==> config.mk <==
export PLATFORM = sky130hd
export DESIGN_NAME = fsled_driver
export DESIGN_NICKNAME = d
export VERILOG_FILES = /design/src/logic/fsled_pkg.sv /design/src/logic/fsled_half_timer.sv /design/src/logic/fsled_driver.sv
export VERILOG_INCLUDE_DIRS = /design/src /design/src/logic
export SDC_FILE = /design/constraint.sdc
export NUM_CORES = 1
export LEC_CHECK = 0
export BUFFER_PORTS_ARGS = -buffer_cell sky130_fd_sc_hd__buf_4
export CAP_MARGIN = 20
export CORE_UTILIZATION = 52
export DETAILED_ROUTE_END_ITERATION = 16
export HOLD_SLACK_MARGIN = 0.15
export PLACE_DENSITY_LB_ADDON = 0.08
export SYNTH_ARGS = -nofsm -noshare
export SYNTH_HDL_FRONTEND = slang
export SYNTH_SLANG_ARGS = --single-unit
==> constraint.sdc <==
create_clock -name clk_sys -period 1.85 [get_ports clk_sys]
set_input_delay 0.37 -clock clk_sys [delete_from_list [all_inputs] [get_ports clk_sys]]
set_output_delay 0.37 -clock clk_sys [all_outputs]
set_load 0.05 [all_outputs]
==> src/logic/fsled_defs.svh <==
// Timing constants and encodings for the fieldbus status lamp driver.
// Assumes a 20 MHz system clock; included by bare name.
`ifndef FSLED_DEFS_SVH
`define FSLED_DEFS_SVH

`define FSLED_CLK_HZ        20000000
`define FSLED_BLINK_MS      200
`define FSLED_FLASH_OFF_MS  1000
`define FSLED_FLICKER_MS    50
`define FSLED_LDR_SLOW_HZ   1
`define FSLED_LDR_FAST_HZ   6
`define FSLED_MS_CYC        (`FSLED_CLK_HZ / 1000)
`define FSLED_FLICKER_CYC   (`FSLED_FLICKER_MS * `FSLED_MS_CYC)
`define FSLED_SLOW_HALF_CYC (`FSLED_CLK_HZ / (2 * `FSLED_LDR_SLOW_HZ))
`define FSLED_FAST_HALF_CYC (`FSLED_CLK_HZ / (2 * `FSLED_LDR_FAST_HZ))
`define FSLED_CHANGE_AUTO   8'h01
`define FSLED_DIAG_OBJ      16'h4000

`endif

==> src/logic/fsled_pkg.sv <==
// Types shared by the status lamp driver.
// No surroundings assumed.
package fsled_pkg;
	typedef enum logic [1:0] {
		FSLED_NET_INIT,
		FSLED_NET_PREOP,
		FSLED_NET_SAFEOP,
		FSLED_NET_OP
	} fsled_net_t;

	typedef enum logic [1:0] {
		FSLED_LDR_OFF,
		FSLED_LDR_IDLE,
		FSLED_LDR_BUSY,
		FSLED_LDR_RSVD
	} fsled_ldr_t;
endpackage

==> src/logic/fsled_half_timer.sv <==
// Free-running square wave whose half period is a count of clock cycles.
// Assumes a synchronous active-high reset.
`timescale 1ns/1ps
module fsled_half_timer #(
	parameter int HALF = 4
) (
	input  wire logic clk_sys,  // System clock.
	input  wire logic sys_rst,  // Synchronous reset.
	output logic      wave      // Square wave output.
);
	logic [23:0] cnt_q;
	logic        wave_q;
	wire         wrap = (cnt_q == 24'(HALF - 1));

	always_ff @(posedge clk_sys) begin
		if (sys_rst) begin
			cnt_q  <= 24'h000000;
			wave_q <= 1'b0;
		end else begin
			cnt_q  <= wrap ? 24'h000000 : cnt_q + 24'h000001;
			wave_q <= wrap ? ~wave_q : wave_q;
		end
	end

	assign wave = wave_q;
endmodule

==> src/logic/fsled_driver.sv <==
// Status lamp driver: two link/activity lamps, a green/red run lamp and a red error lamp.
// Inputs are synchronous to clk_sys; lamps are active high.
//
// Notes on behaviour
// - Drive four separate status lamps.
// - Link lamp dark without link or controller.
// - Link lamp steady green when linked, idle.
// - Link lamp flickers green with traffic.
// - Run lamp dark in Init.
// - Run lamp blinks green in Pre-Operational.
// - Run lamp single-flashes green in Safe-Operational.
// - Run lamp steady green in Operational.
// - Run lamp red only for loader, 1/6 Hz.
// - Error lamp blinks 1/6 Hz during loader.
// - Error lamp dark clean, blinks on config error.
// - Error single flash when change code 01.
// - Error double flash after watchdog timeout.
// - Error steady on interface or fatal fault.
// - Termination applied automatically when last node.
`timescale 1ns/1ps
`include "fsled_defs.svh"
module fsled_driver
	import fsled_pkg::*;
#(
	parameter int MS_CYC = `FSLED_MS_CYC
) (
	input  wire logic       clk_sys,      // System clock, 20 MHz.
	input  wire logic       sys_rst,      // Synchronous reset, active high.
	input  wire logic       ctrlStarted,  // Controller has started up.
	input  wire logic [1:0] portLink,     // Physical link per port.
	input  wire logic [1:0] portActive,   // Frames passing per port.
	input  wire fsled_net_t netState,     // Network state machine state.
	input  wire fsled_ldr_t loaderState,  // Firmware update loader activity.
	input  wire logic       cfgError,     // General configuration error.
	input  wire logic [7:0] changeCode,   // Status change indication.
	input  wire logic       wdogTimeout,  // Sync manager watchdog timeout seen.
	input  wire logic       pdiFail,      // Process data interface failure.
	input  wire logic       fatalStall,   // Fatal stall event.
	input  wire logic [7:0] stallCause,   // Cause code of the stall.
	input  wire logic       lastNode,     // No downstream neighbour present.
	output logic [1:0]      linkLampGrn,  // Link/activity lamps, green.
	output logic            runLampGrn,   // Run lamp, green.
	output logic            runLampRed,   // Run lamp, red.
	output logic            errLampRed,   // Error lamp, red.
	output logic            termEnable,   // Network termination applied.
	output logic [15:0]     diagObject,   // Diagnostic object index.
	output logic [7:0]      diagCause     // Latched stall cause.
);
	////////////////////////////////////////////////////////////////////////////
	// Pattern sequencer: one 50 ms tick, a 200 ms phase counter over 1400 ms.
	localparam int TICK_CYC   = `FSLED_FLICKER_MS * MS_CYC;
	localparam int PHASE_TICK = `FSLED_BLINK_MS / `FSLED_FLICKER_MS;
	localparam int FRAME_PH   = 2 + `FSLED_FLASH_OFF_MS / `FSLED_BLINK_MS;

	logic [23:0] tickCnt_q;
	logic [2:0]  subCnt_q;
	logic [2:0]  phase_q;
	logic        flick_q;

	wire tick     = (tickCnt_q == 24'(TICK_CYC - 1));
	wire phaseEnd = tick && (subCnt_q == 3'(PHASE_TICK - 1));

	always_ff @(posedge clk_sys) begin
		if (sys_rst) begin
			tickCnt_q <= 24'h000000;
			subCnt_q  <= 3'h0;
			phase_q   <= 3'h0;
			flick_q   <= 1'b0;
		end else begin
			tickCnt_q <= tick ? 24'h000000 : tickCnt_q + 24'h000001;
			if (tick) begin
				flick_q  <= ~flick_q;
				subCnt_q <= phaseEnd ? 3'h0 : subCnt_q + 3'h1;
			end
			if (phaseEnd) begin
				phase_q <= (phase_q == 3'(FRAME_PH - 1)) ? 3'h0 : phase_q + 3'h1;
			end
		end
	end

	////////////////////////////////////////////////////////////////////////////
	// Blink runs on its own 200 ms toggle, so a frame wrap never stretches an on phase.
	logic blink_q;

	always_ff @(posedge clk_sys) begin
		if (sys_rst) begin
			blink_q <= 1'b1;
		end else if (phaseEnd) begin
			blink_q <= ~blink_q;
		end
	end

	// Flashes start a 1400 ms frame: one 200 ms pulse then 1200 ms dark, or two 200 ms pulses 200 ms apart then 800 ms dark.
	wire blinkWave  = blink_q;
	wire singleWave = (phase_q == 3'h0);
	wire doubleWave = (phase_q == 3'h0) || (phase_q == 3'h2);

	////////////////////////////////////////////////////////////////////////////
	// Loader blink rates.
	logic slowWave;
	logic fastWave;

	// Half periods are worked out from milliseconds so that they follow the MS_CYC parameter.
	fsled_half_timer #(.HALF((1000 * MS_CYC) / (2 * `FSLED_LDR_SLOW_HZ))) uSlow (
		.clk_sys (clk_sys),
		.sys_rst (sys_rst),
		.wave    (slowWave)
	);

	fsled_half_timer #(.HALF((1000 * MS_CYC) / (2 * `FSLED_LDR_FAST_HZ))) uFast (
		.clk_sys (clk_sys),
		.sys_rst (sys_rst),
		.wave    (fastWave)
	);

	wire loaderOn   = (loaderState == FSLED_LDR_IDLE) || (loaderState == FSLED_LDR_BUSY);
	wire loaderWave = (loaderState == FSLED_LDR_BUSY) ? fastWave : slowWave;

	////////////////////////////////////////////////////////////////////////////
	// Lamp selection.
	logic [1:0] linkSel;
	genvar gi;
	generate
		for (gi = 0; gi < 2; gi++) begin : gLink
			assign linkSel[gi] = (ctrlStarted && portLink[gi])
				? (portActive[gi] ? flick_q : 1'b1) : 1'b0;
		end
	endgenerate

	logic runGrnSel;
	always_comb begin
		runGrnSel = 1'b0;
		unique case (netState)
			FSLED_NET_INIT:   runGrnSel = 1'b0;
			FSLED_NET_PREOP:  runGrnSel = blinkWave;
			FSLED_NET_SAFEOP: runGrnSel = singleWave;
			FSLED_NET_OP:     runGrnSel = 1'b1;
		endcase
	end

	wire runGrnD = loaderOn ? 1'b0 : runGrnSel;
	wire runRedD = loaderOn && loaderWave;

	// Error causes, highest priority first: loader, steady fault, watchdog, own change, configuration.
	wire errSteady = pdiFail || fatalStall;
	wire errDouble = wdogTimeout;
	wire errSingle = (changeCode == `FSLED_CHANGE_AUTO);
	wire errBlink  = cfgError;

	wire errD = loaderOn ? loaderWave :
		errSteady        ? 1'b1 :
		errDouble        ? doubleWave :
		errSingle        ? singleWave :
		errBlink         ? blinkWave : 1'b0;

	////////////////////////////////////////////////////////////////////////////
	// Output registers.
	logic [1:0]  link_q;
	logic        runGrn_q;
	logic        runRed_q;
	logic        err_q;
	logic        term_q;
	logic [7:0]  cause_q;

	always_ff @(posedge clk_sys) begin
		if (sys_rst) begin
			link_q   <= 2'h0;
			runGrn_q <= 1'b0;
			runRed_q <= 1'b0;
			err_q    <= 1'b0;
			term_q   <= 1'b0;
			cause_q  <= 8'h00;
		end else begin
			link_q   <= linkSel;
			runGrn_q <= runGrnD;
			runRed_q <= runRedD;
			err_q    <= errD;
			term_q   <= lastNode;
			if (fatalStall) begin
				cause_q <= stallCause;
			end
		end
	end

	assign linkLampGrn = link_q;
	assign runLampGrn  = runGrn_q;
	assign runLampRed  = runRed_q;
	assign errLampRed  = err_q;
	assign termEnable  = term_q;
	assign diagObject  = `FSLED_DIAG_OBJ;
	assign diagCause   = cause_q;

	////////////////////////////////////////////////////////////////////////////
	// Watch of the blink on-time: counts cycles the run lamp stands lit while blinking.
	localparam int BLINK_CYC = PHASE_TICK * TICK_CYC;

	logic [23:0] grnLit_q;
	wire         grnBlinking = runLampGrn && (netState == FSLED_NET_PREOP) && !loaderOn;

	always_ff @(posedge clk_sys) begin
		if (sys_rst || !grnBlinking) begin
			grnLit_q <= 24'h000000;
		end else begin
			grnLit_q <= grnLit_q + 24'h000001;
		end
	end

	////////////////////////////////////////////////////////////////////////////
	// Checks.
	for (genvar pi = 0; pi < 2; pi++) begin : gLinkChk
		a_link_nolink: assert property (@(posedge clk_sys) disable iff (sys_rst)
			!portLink[pi] |=> !linkLampGrn[pi]) else $error("link lamp lit without link");
		a_link_flicker: assert property (@(posedge clk_sys) disable iff (sys_rst)
			ctrlStarted && portLink[pi] && portActive[pi] |=> linkLampGrn[pi] == $past(flick_q))
			else $error("link lamp not flickering");
	end
	a_run_blink: assert property (@(posedge clk_sys) disable iff (sys_rst)
		grnLit_q <= 24'(BLINK_CYC + 1)) else $error("run blink on too long");
	a_run_safeop: assert property (@(posedge clk_sys) disable iff (sys_rst)
		netState == FSLED_NET_SAFEOP && !loaderOn |=> runLampGrn == $past(singleWave))
		else $error("run lamp not single flashing");
	a_err_loader: assert property (@(posedge clk_sys) disable iff (sys_rst)
		loaderOn |=> errLampRed == $past(loaderWave)) else $error("error lamp not loader blink");
	a_err_double: assert property (@(posedge clk_sys) disable iff (sys_rst)
		!loaderOn && !errSteady && errDouble |=> errLampRed == $past(doubleWave))
		else $error("error lamp not double flashing");
	a_err_single: assert property (@(posedge clk_sys) disable iff (sys_rst)
		!loaderOn && !errSteady && !errDouble && errSingle |=> errLampRed == $past(singleWave))
		else $error("error lamp not single flashing");
	a_err_blink: assert property (@(posedge clk_sys) disable iff (sys_rst)
		!loaderOn && !errSteady && !errDouble && !errSingle && errBlink |=> errLampRed == $past(blinkWave))
		else $error("error lamp not blinking");
	a_cause_hold: assert property (@(posedge clk_sys) disable iff (sys_rst)
		!fatalStall |=> $stable(diagCause)) else $error("stall cause changed without stall");
	a_link_dark: assert property (@(posedge clk_sys) disable iff (sys_rst)
		!ctrlStarted |=> linkLampGrn == 2'h0) else $error("link lamp lit without controller");
	a_link_steady: assert property (@(posedge clk_sys) disable iff (sys_rst)
		ctrlStarted && portLink[0] && !portActive[0] |=> linkLampGrn[0]) else $error("link lamp not steady");
	a_run_init: assert property (@(posedge clk_sys) disable iff (sys_rst)
		netState == FSLED_NET_INIT |=> !runLampGrn) else $error("run lamp lit in init");
	a_run_op: assert property (@(posedge clk_sys) disable iff (sys_rst)
		netState == FSLED_NET_OP && !loaderOn |=> runLampGrn) else $error("run lamp dark in operational");
	a_run_red_only: assert property (@(posedge clk_sys) disable iff (sys_rst)
		!loaderOn |=> !runLampRed) else $error("run red without loader");
	a_lamp_exclusive: assert property (@(posedge clk_sys) disable iff (sys_rst)
		!(runLampRed && runLampGrn)) else $error("run lamp both colours");
	a_err_fatal: assert property (@(posedge clk_sys) disable iff (sys_rst)
		!loaderOn && fatalStall |=> errLampRed) else $error("error lamp dark on fatal");
	a_err_clean: assert property (@(posedge clk_sys) disable iff (sys_rst)
		!loaderOn && !pdiFail && !fatalStall && !wdogTimeout && !cfgError
		&& changeCode != `FSLED_CHANGE_AUTO |=> !errLampRed) else $error("error lamp lit clean");
	a_term_follow: assert property (@(posedge clk_sys) disable iff (sys_rst)
		lastNode |=> termEnable) else $error("termination not applied");
	a_phase_range: assert property (@(posedge clk_sys) disable iff (sys_rst)
		phase_q < 3'(FRAME_PH)) else $error("phase out of range");

	c_flicker: cover property (@(posedge clk_sys) disable iff (sys_rst) linkLampGrn[0] ##1 !linkLampGrn[0]);
	c_loader: cover property (@(posedge clk_sys) disable iff (sys_rst) runLampRed);
	c_double: cover property (@(posedge clk_sys) disable iff (sys_rst) wdogTimeout && phase_q == 3'h2);
	c_single: cover property (@(posedge clk_sys) disable iff (sys_rst) errSingle && !errDouble && errLampRed);
	c_preop_blink: cover property (@(posedge clk_sys) disable iff (sys_rst) grnBlinking ##1 !runLampGrn);
endmodule

==> metrics.txt <==
# TYPE chip_impl_metric gauge
chip_impl_metric{name="crit_required",unit="ns"} 2.14
chip_impl_metric{name="grt_pass1_vias",unit=""} 3538
chip_impl_info{name="critical_path.endpoint",value="subCnt_q[0]"} 1
chip_impl_metric{name="nNetsFinal",unit=""} 632
chip_impl_info{name="cp-startpoint",value="tickCnt_q[0]"} 1
chip_impl_metric{name="final_antenna_net_count",unit=""} 0
chip_impl_metric{name="final_hold_viol_count",unit=""} 0
chip_impl_metric{name="maxClockFrequency",unit="MHz"} 572.6
chip_impl_metric{name="routed_wl",unit="mm"} 9.409
chip_impl_metric{name="floorplan.initialDensity",unit="%"} 54.35
chip_impl_metric{name="synth_area",unit="sq mm"} 0.004533
chip_impl_metric{name="antenna_cells",unit=""} 0
chip_impl_info{name="cts_tree",value="built"} 1
chip_impl_info{name="reg2reg_from",value="tickCnt_q[0]"} 1
chip_impl_metric{name="io_pins",unit=""} 62
chip_impl_metric{name="drive_gt1_share",unit="%"} 21.07
chip_impl_metric{name="drt_first_iter_violations",unit=""} 96
chip_impl_metric{name="clkLatencyLatePin",unit="ns"} 0.36
chip_impl_metric{name="fin_skew",unit="ns"} 0.008961
chip_impl_metric{name="cellLeakagePower",unit="nW"} 2.012
chip_impl_metric{name="worst_reg_to_reg_cells",unit=""} 6
chip_impl_metric{name="dp_worst_setup_slack",unit="ns"} -0.06897
chip_impl_metric{name="die_h",unit="um"} 95.37
chip_impl_metric{name="dr_vias",unit=""} 3924
chip_impl_info{name="crit_path_end_kind",value="flip-flop"} 1
chip_impl_metric{name="cts.clk_slew.worst_paths",unit="ns"} 0.09
chip_impl_metric{name="finalCritPeriodShare",unit="%"} 94.41
chip_impl_info{name="cts_root_buf",value="sky130_fd_sc_hd__clkbuf_8"} 1
chip_impl_metric{name="synth_cell_types",unit=""} 43
chip_impl_metric{name="fin_setup_tns",unit="ns"} 0
chip_impl_metric{name="floorplan.die_area",unit="sq mm"} 0.009094
chip_impl_metric{name="groute.usage.overall",unit="%"} 21.11
chip_impl_info{name="status",value="completed"} 1
chip_impl_metric{name="grt_max_degree",unit=""} 24
chip_impl_metric{name="postSynthCellCount",unit=""} 527
chip_impl_metric{name="synth.ff_latch_count",unit=""} 96
chip_impl_metric{name="detail_route.first_pass.iterations",unit=""} 5
chip_impl_metric{name="dieWidth",unit="um"} 95.37
chip_impl_info{name="startpoint_type_of_the_worst_setup_path",value="flip-flop"} 1
chip_impl_metric{name="drt_drc_violations_left",unit=""} 0
chip_impl_metric{name="number_of_buffers_created_by_cts",unit=""} 9
chip_impl_metric{name="ctsHoldBuffers",unit=""} 0
chip_impl_metric{name="grt_pass1_wl",unit="mm"} 15.37
chip_impl_metric{name="design.core.area",unit="sq mm"} 0.008341
chip_impl_metric{name="ir_worst_vdd",unit="V"} 0.0003590
chip_impl_metric{name="drt-vias-per-instance",unit=""} 5.582
chip_impl_metric{name="drv_cap",unit=""} 0
chip_impl_metric{name="ctsLongestPathBuffers",unit=""} 2
chip_impl_metric{name="setup_viol",unit=""} 0
chip_impl_metric{name="gpl.final_weighted_congestion",unit=""} 0.8128
chip_impl_metric{name="wire_length_per_cell_after_detailed_routing",unit="um"} 13.38
chip_impl_metric{name="critical_path_arrival",unit="ns"} 2.04
chip_impl_metric{name="top_fanout_value_on_the_critical_path",unit=""} 9
chip_impl_metric{name="ctsHtreeMaxLevel",unit=""} 3
chip_impl_metric{name="numClockSinks",unit=""} 96
chip_impl_metric{name="place.detailed.hpwl",unit="mm"} 6.751
chip_impl_metric{name="rows",unit=""} 33
chip_impl_metric{name="portBuffers",unit=""} 45
chip_impl_metric{name="ys.warnings.count",unit=""} 0
chip_impl_metric{name="cellPowerDensity",unit="mW/mm^2"} 725.8
chip_impl_metric{name="postLayoutSetupSlackWorst",unit="ns"} 0.1035
chip_impl_metric{name="seq_area_frac_synth",unit="%"} 42.40
chip_impl_info{name="r2r_end",value="subCnt_q[0]"} 1
chip_impl_metric{name="antenna_found_initial",unit=""} 0
chip_impl_metric{name="slew_viol_final",unit=""} 0
chip_impl_metric{name="synthesis.area_per_instance",unit="sq um"} 8.602
chip_impl_info{name="worstHoldPathType",value="primary input to flip-flop"} 1
chip_impl_metric{name="total_power",unit="mW"} 3.900
chip_impl_metric{name="area_growth",unit="%"} 18.55
chip_impl_metric{name="global_route.overflow_total",unit=""} 0
chip_impl_info{name="worstSetupPathType",value="flip-flop to flip-flop"} 1
chip_impl_metric{name="timing.final.crit_period",unit="ns"} 1.746
chip_impl_metric{name="reg2reg_slack",unit="ns"} 0.10
## critical path, cell delays in order, from the launching register on
cell                      delay (ns)
sky130_fd_sc_hd__dfxtp_2        0.36
sky130_fd_sc_hd__ha_1           0.17
sky130_fd_sc_hd__buf_4          0.16
sky130_fd_sc_hd__nand4_1        0.11
sky130_fd_sc_hd__buf_4          0.18
sky130_fd_sc_hd__or4_1          0.54
sky130_fd_sc_hd__a21oi_2        0.15
## layout make-up
| cell class | instances | area (sq um) |
|---|---|---|
| clock inverter | 6 | 85.08 |
| clock buffer | 9 | 123.9 |
| sequential | 96 | 1929 |
| multi-input combinational | 393 | 2427 |
| fill | 714 | 2967 |
| timing repair buffer | 82 | 631.9 |
| inverter | 12 | 45.04 |
| tap | 105 | 131.4 |
## state kept, by name, indices dropped and copies added, names as in the netlist
register     flops
runLampGrn       1
uSlow.cnt_q     24
linkLampGrn      2
flick_q          1
termEnable       1
uFast.wave       1
tickCnt_q       24
subCnt_q         3
runLampRed       1
phase_q          3
errLampRed       1
uFast.cnt_q     24
diagCause        8
uSlow.wave       1
blinkWave        1
## through the flow
stage / area (sq um) / util, % / hold slack [ns] / std cells
2_1_floorplan: 4586 / - / 0.4258 / 541
5_1_grt: 5374 / 64.43 / 0.1844 / 703
6_report: 5374 / 64.43 / 0.1824 / 703
3_3_place_gp: 5085 / 60.97 / 0.4480 / 686
3_5_place_dp: 5085 / 60.97 / 0.4524 / 686
4_1_cts: 5301 / 63.56 / 0.1761 / 702
## cells in the final DEF (no fill, tap or decap), types with 2 or more instances in the layout
cell | Yosys | final
sky130_fd_sc_hd__xnor2_1 | 12 | 12
sky130_fd_sc_hd__inv_1 | 12 | 12
sky130_fd_sc_hd__nor3_1 | 5 | 5
sky130_fd_sc_hd__a41o_1 | 2 | 2
sky130_fd_sc_hd__or4_4 | 0 | 2
sky130_fd_sc_hd__or4_1 | 17 | 15
sky130_fd_sc_hd__nand2_1 | 35 | 35
sky130_fd_sc_hd__clkbuf_8 | 1 | 9
sky130_fd_sc_hd__ha_1 | 6 | 5
sky130_fd_sc_hd__a21oi_1 | 38 | 37
sky130_fd_sc_hd__clkinv_2 | 0 | 2
sky130_fd_sc_hd__mux2i_1 | 9 | 9
sky130_fd_sc_hd__nand4_2 | 2 | 2
sky130_fd_sc_hd__buf_4 | 18 | 80
sky130_fd_sc_hd__nor4_1 | 9 | 8
sky130_fd_sc_hd__nor2b_1 | 4 | 4
sky130_fd_sc_hd__clkinvlp_4 | 0 | 2
sky130_fd_sc_hd__and3_1 | 9 | 9
sky130_fd_sc_hd__o21ai_0 | 23 | 23
sky130_fd_sc_hd__dfxtp_2 | 0 | 6
sky130_fd_sc_hd__and4_1 | 10 | 9
sky130_fd_sc_hd__bufinv_16 | 0 | 2
sky130_fd_sc_hd__nor2_1 | 59 | 59
sky130_fd_sc_hd__nand4_1 | 29 | 29
sky130_fd_sc_hd__dfxtp_1 | 96 | 90
sky130_fd_sc_hd__conb_1 | 2 | 16
sky130_fd_sc_hd__and2_1 | 3 | 3
sky130_fd_sc_hd__or3_1 | 21 | 19
sky130_fd_sc_hd__xor2_1 | 26 | 26
sky130_fd_sc_hd__and4_2 | 1 | 2
sky130_fd_sc_hd__nand3_1 | 25 | 25
sky130_fd_sc_hd__nor4b_2 | 0 | 2
sky130_fd_sc_hd__or2_2 | 2 | 2
sky130_fd_sc_hd__o31ai_1 | 12 | 12
sky130_fd_sc_hd__nor4b_1 | 5 | 3
sky130_fd_sc_hd__or3_4 | 1 | 3
## power breakdown
group	internal (mW)	total, mW	switching, mW
clock network	0.749	1.44	0.692
logic	0.117	0.340	0.223
registers	2.10	2.12	0.0217
total	2.96	3.90	0.937
## synth_stat cells (all sizes together)
cell | count | share of area, %
dfxtp | 96 | 42
nor2 | 59 | 4.9
a21oi | 38 | 4.2
nand2 | 35 | 2.9
nand4 | 31 | 4.6
buf | 27 | 4.1
nand3 | 26 | 3.0
xor2 | 26 | 5.0
o21ai | 25 | 2.8
or3 | 22 | 3.1
or4 | 18 | 3.0
clkbuf | 13 | 1.3
inv | 12 | 0.99
o31ai | 12 | 2.0
xnor2 | 12 | 2.3
and4 | 11 | 2.2
and3 | 9 | 1.2
mux2i | 9 | 2.0
nor4 | 9 | 1.2
ha | 6 | 1.7
nor3 | 5 | 0.55
nor4b | 5 | 0.97
nor2b | 4 | 0.55
and2 | 3 | 0.41
a41o | 2 | 0.44
conb | 2 | 0.17
nor4bb | 2 | 0.44
or2 | 2 | 0.28
a211oi | 1 | 0.17
a31o | 1 | 0.19
mux2 | 1 | 0.25
o21bai | 1 | 0.17
o41ai | 1 | 0.36
or4b | 1 | 0.22
## cell families (layout without fill, tap and decap cells)
group	after synthesis	in the layout	synth area share (%)
buffers and inverters	52	109	6.403
AND/OR/NAND/NOR	242	242	29.53
adder cells (fa/ha/maj)	6	6	1.656
multiplexers	10	10	2.236
other	2	16	0.1657
XOR/XNOR	38	38	7.342
flip-flops	96	96	42.40
AO/OA/AOI/OAI	81	81	10.27
## how the worst min path moves through the flow
stage                        startpoint              to  slack (ns)  depth (start not counted)
after floorplan            tickCnt_q[0]    tickCnt_q[0]        0.43                          1
after global placement     tickCnt_q[0]    tickCnt_q[0]        0.45                          1
after detailed placement   tickCnt_q[0]    tickCnt_q[0]        0.45                          1
after CTS                 portActive[1]  linkLampGrn[1]        0.18                          2
after global routing      portActive[1]  linkLampGrn[1]        0.18                          2
final                     portActive[1]  linkLampGrn[1]        0.18                          2
## layer usage
layer  global-route usage (%)  up-vias  routed length [um]
met3                    4.067       14                 473
met5                        0        -                   0
met4                    7.197        0                 140
met1                    27.37     1801                4527
met2                    35.00      103                4268
li1                         -     2006                   -
## timing repair
item                                    in CTS  in global routing
pin swaps                                    1                  4
endpoints found under the setup margin       3                 50
setup buffers                                1                  1
resized for setup                            0                 19
Note: power is estimated with default switching activity, not from simulation.
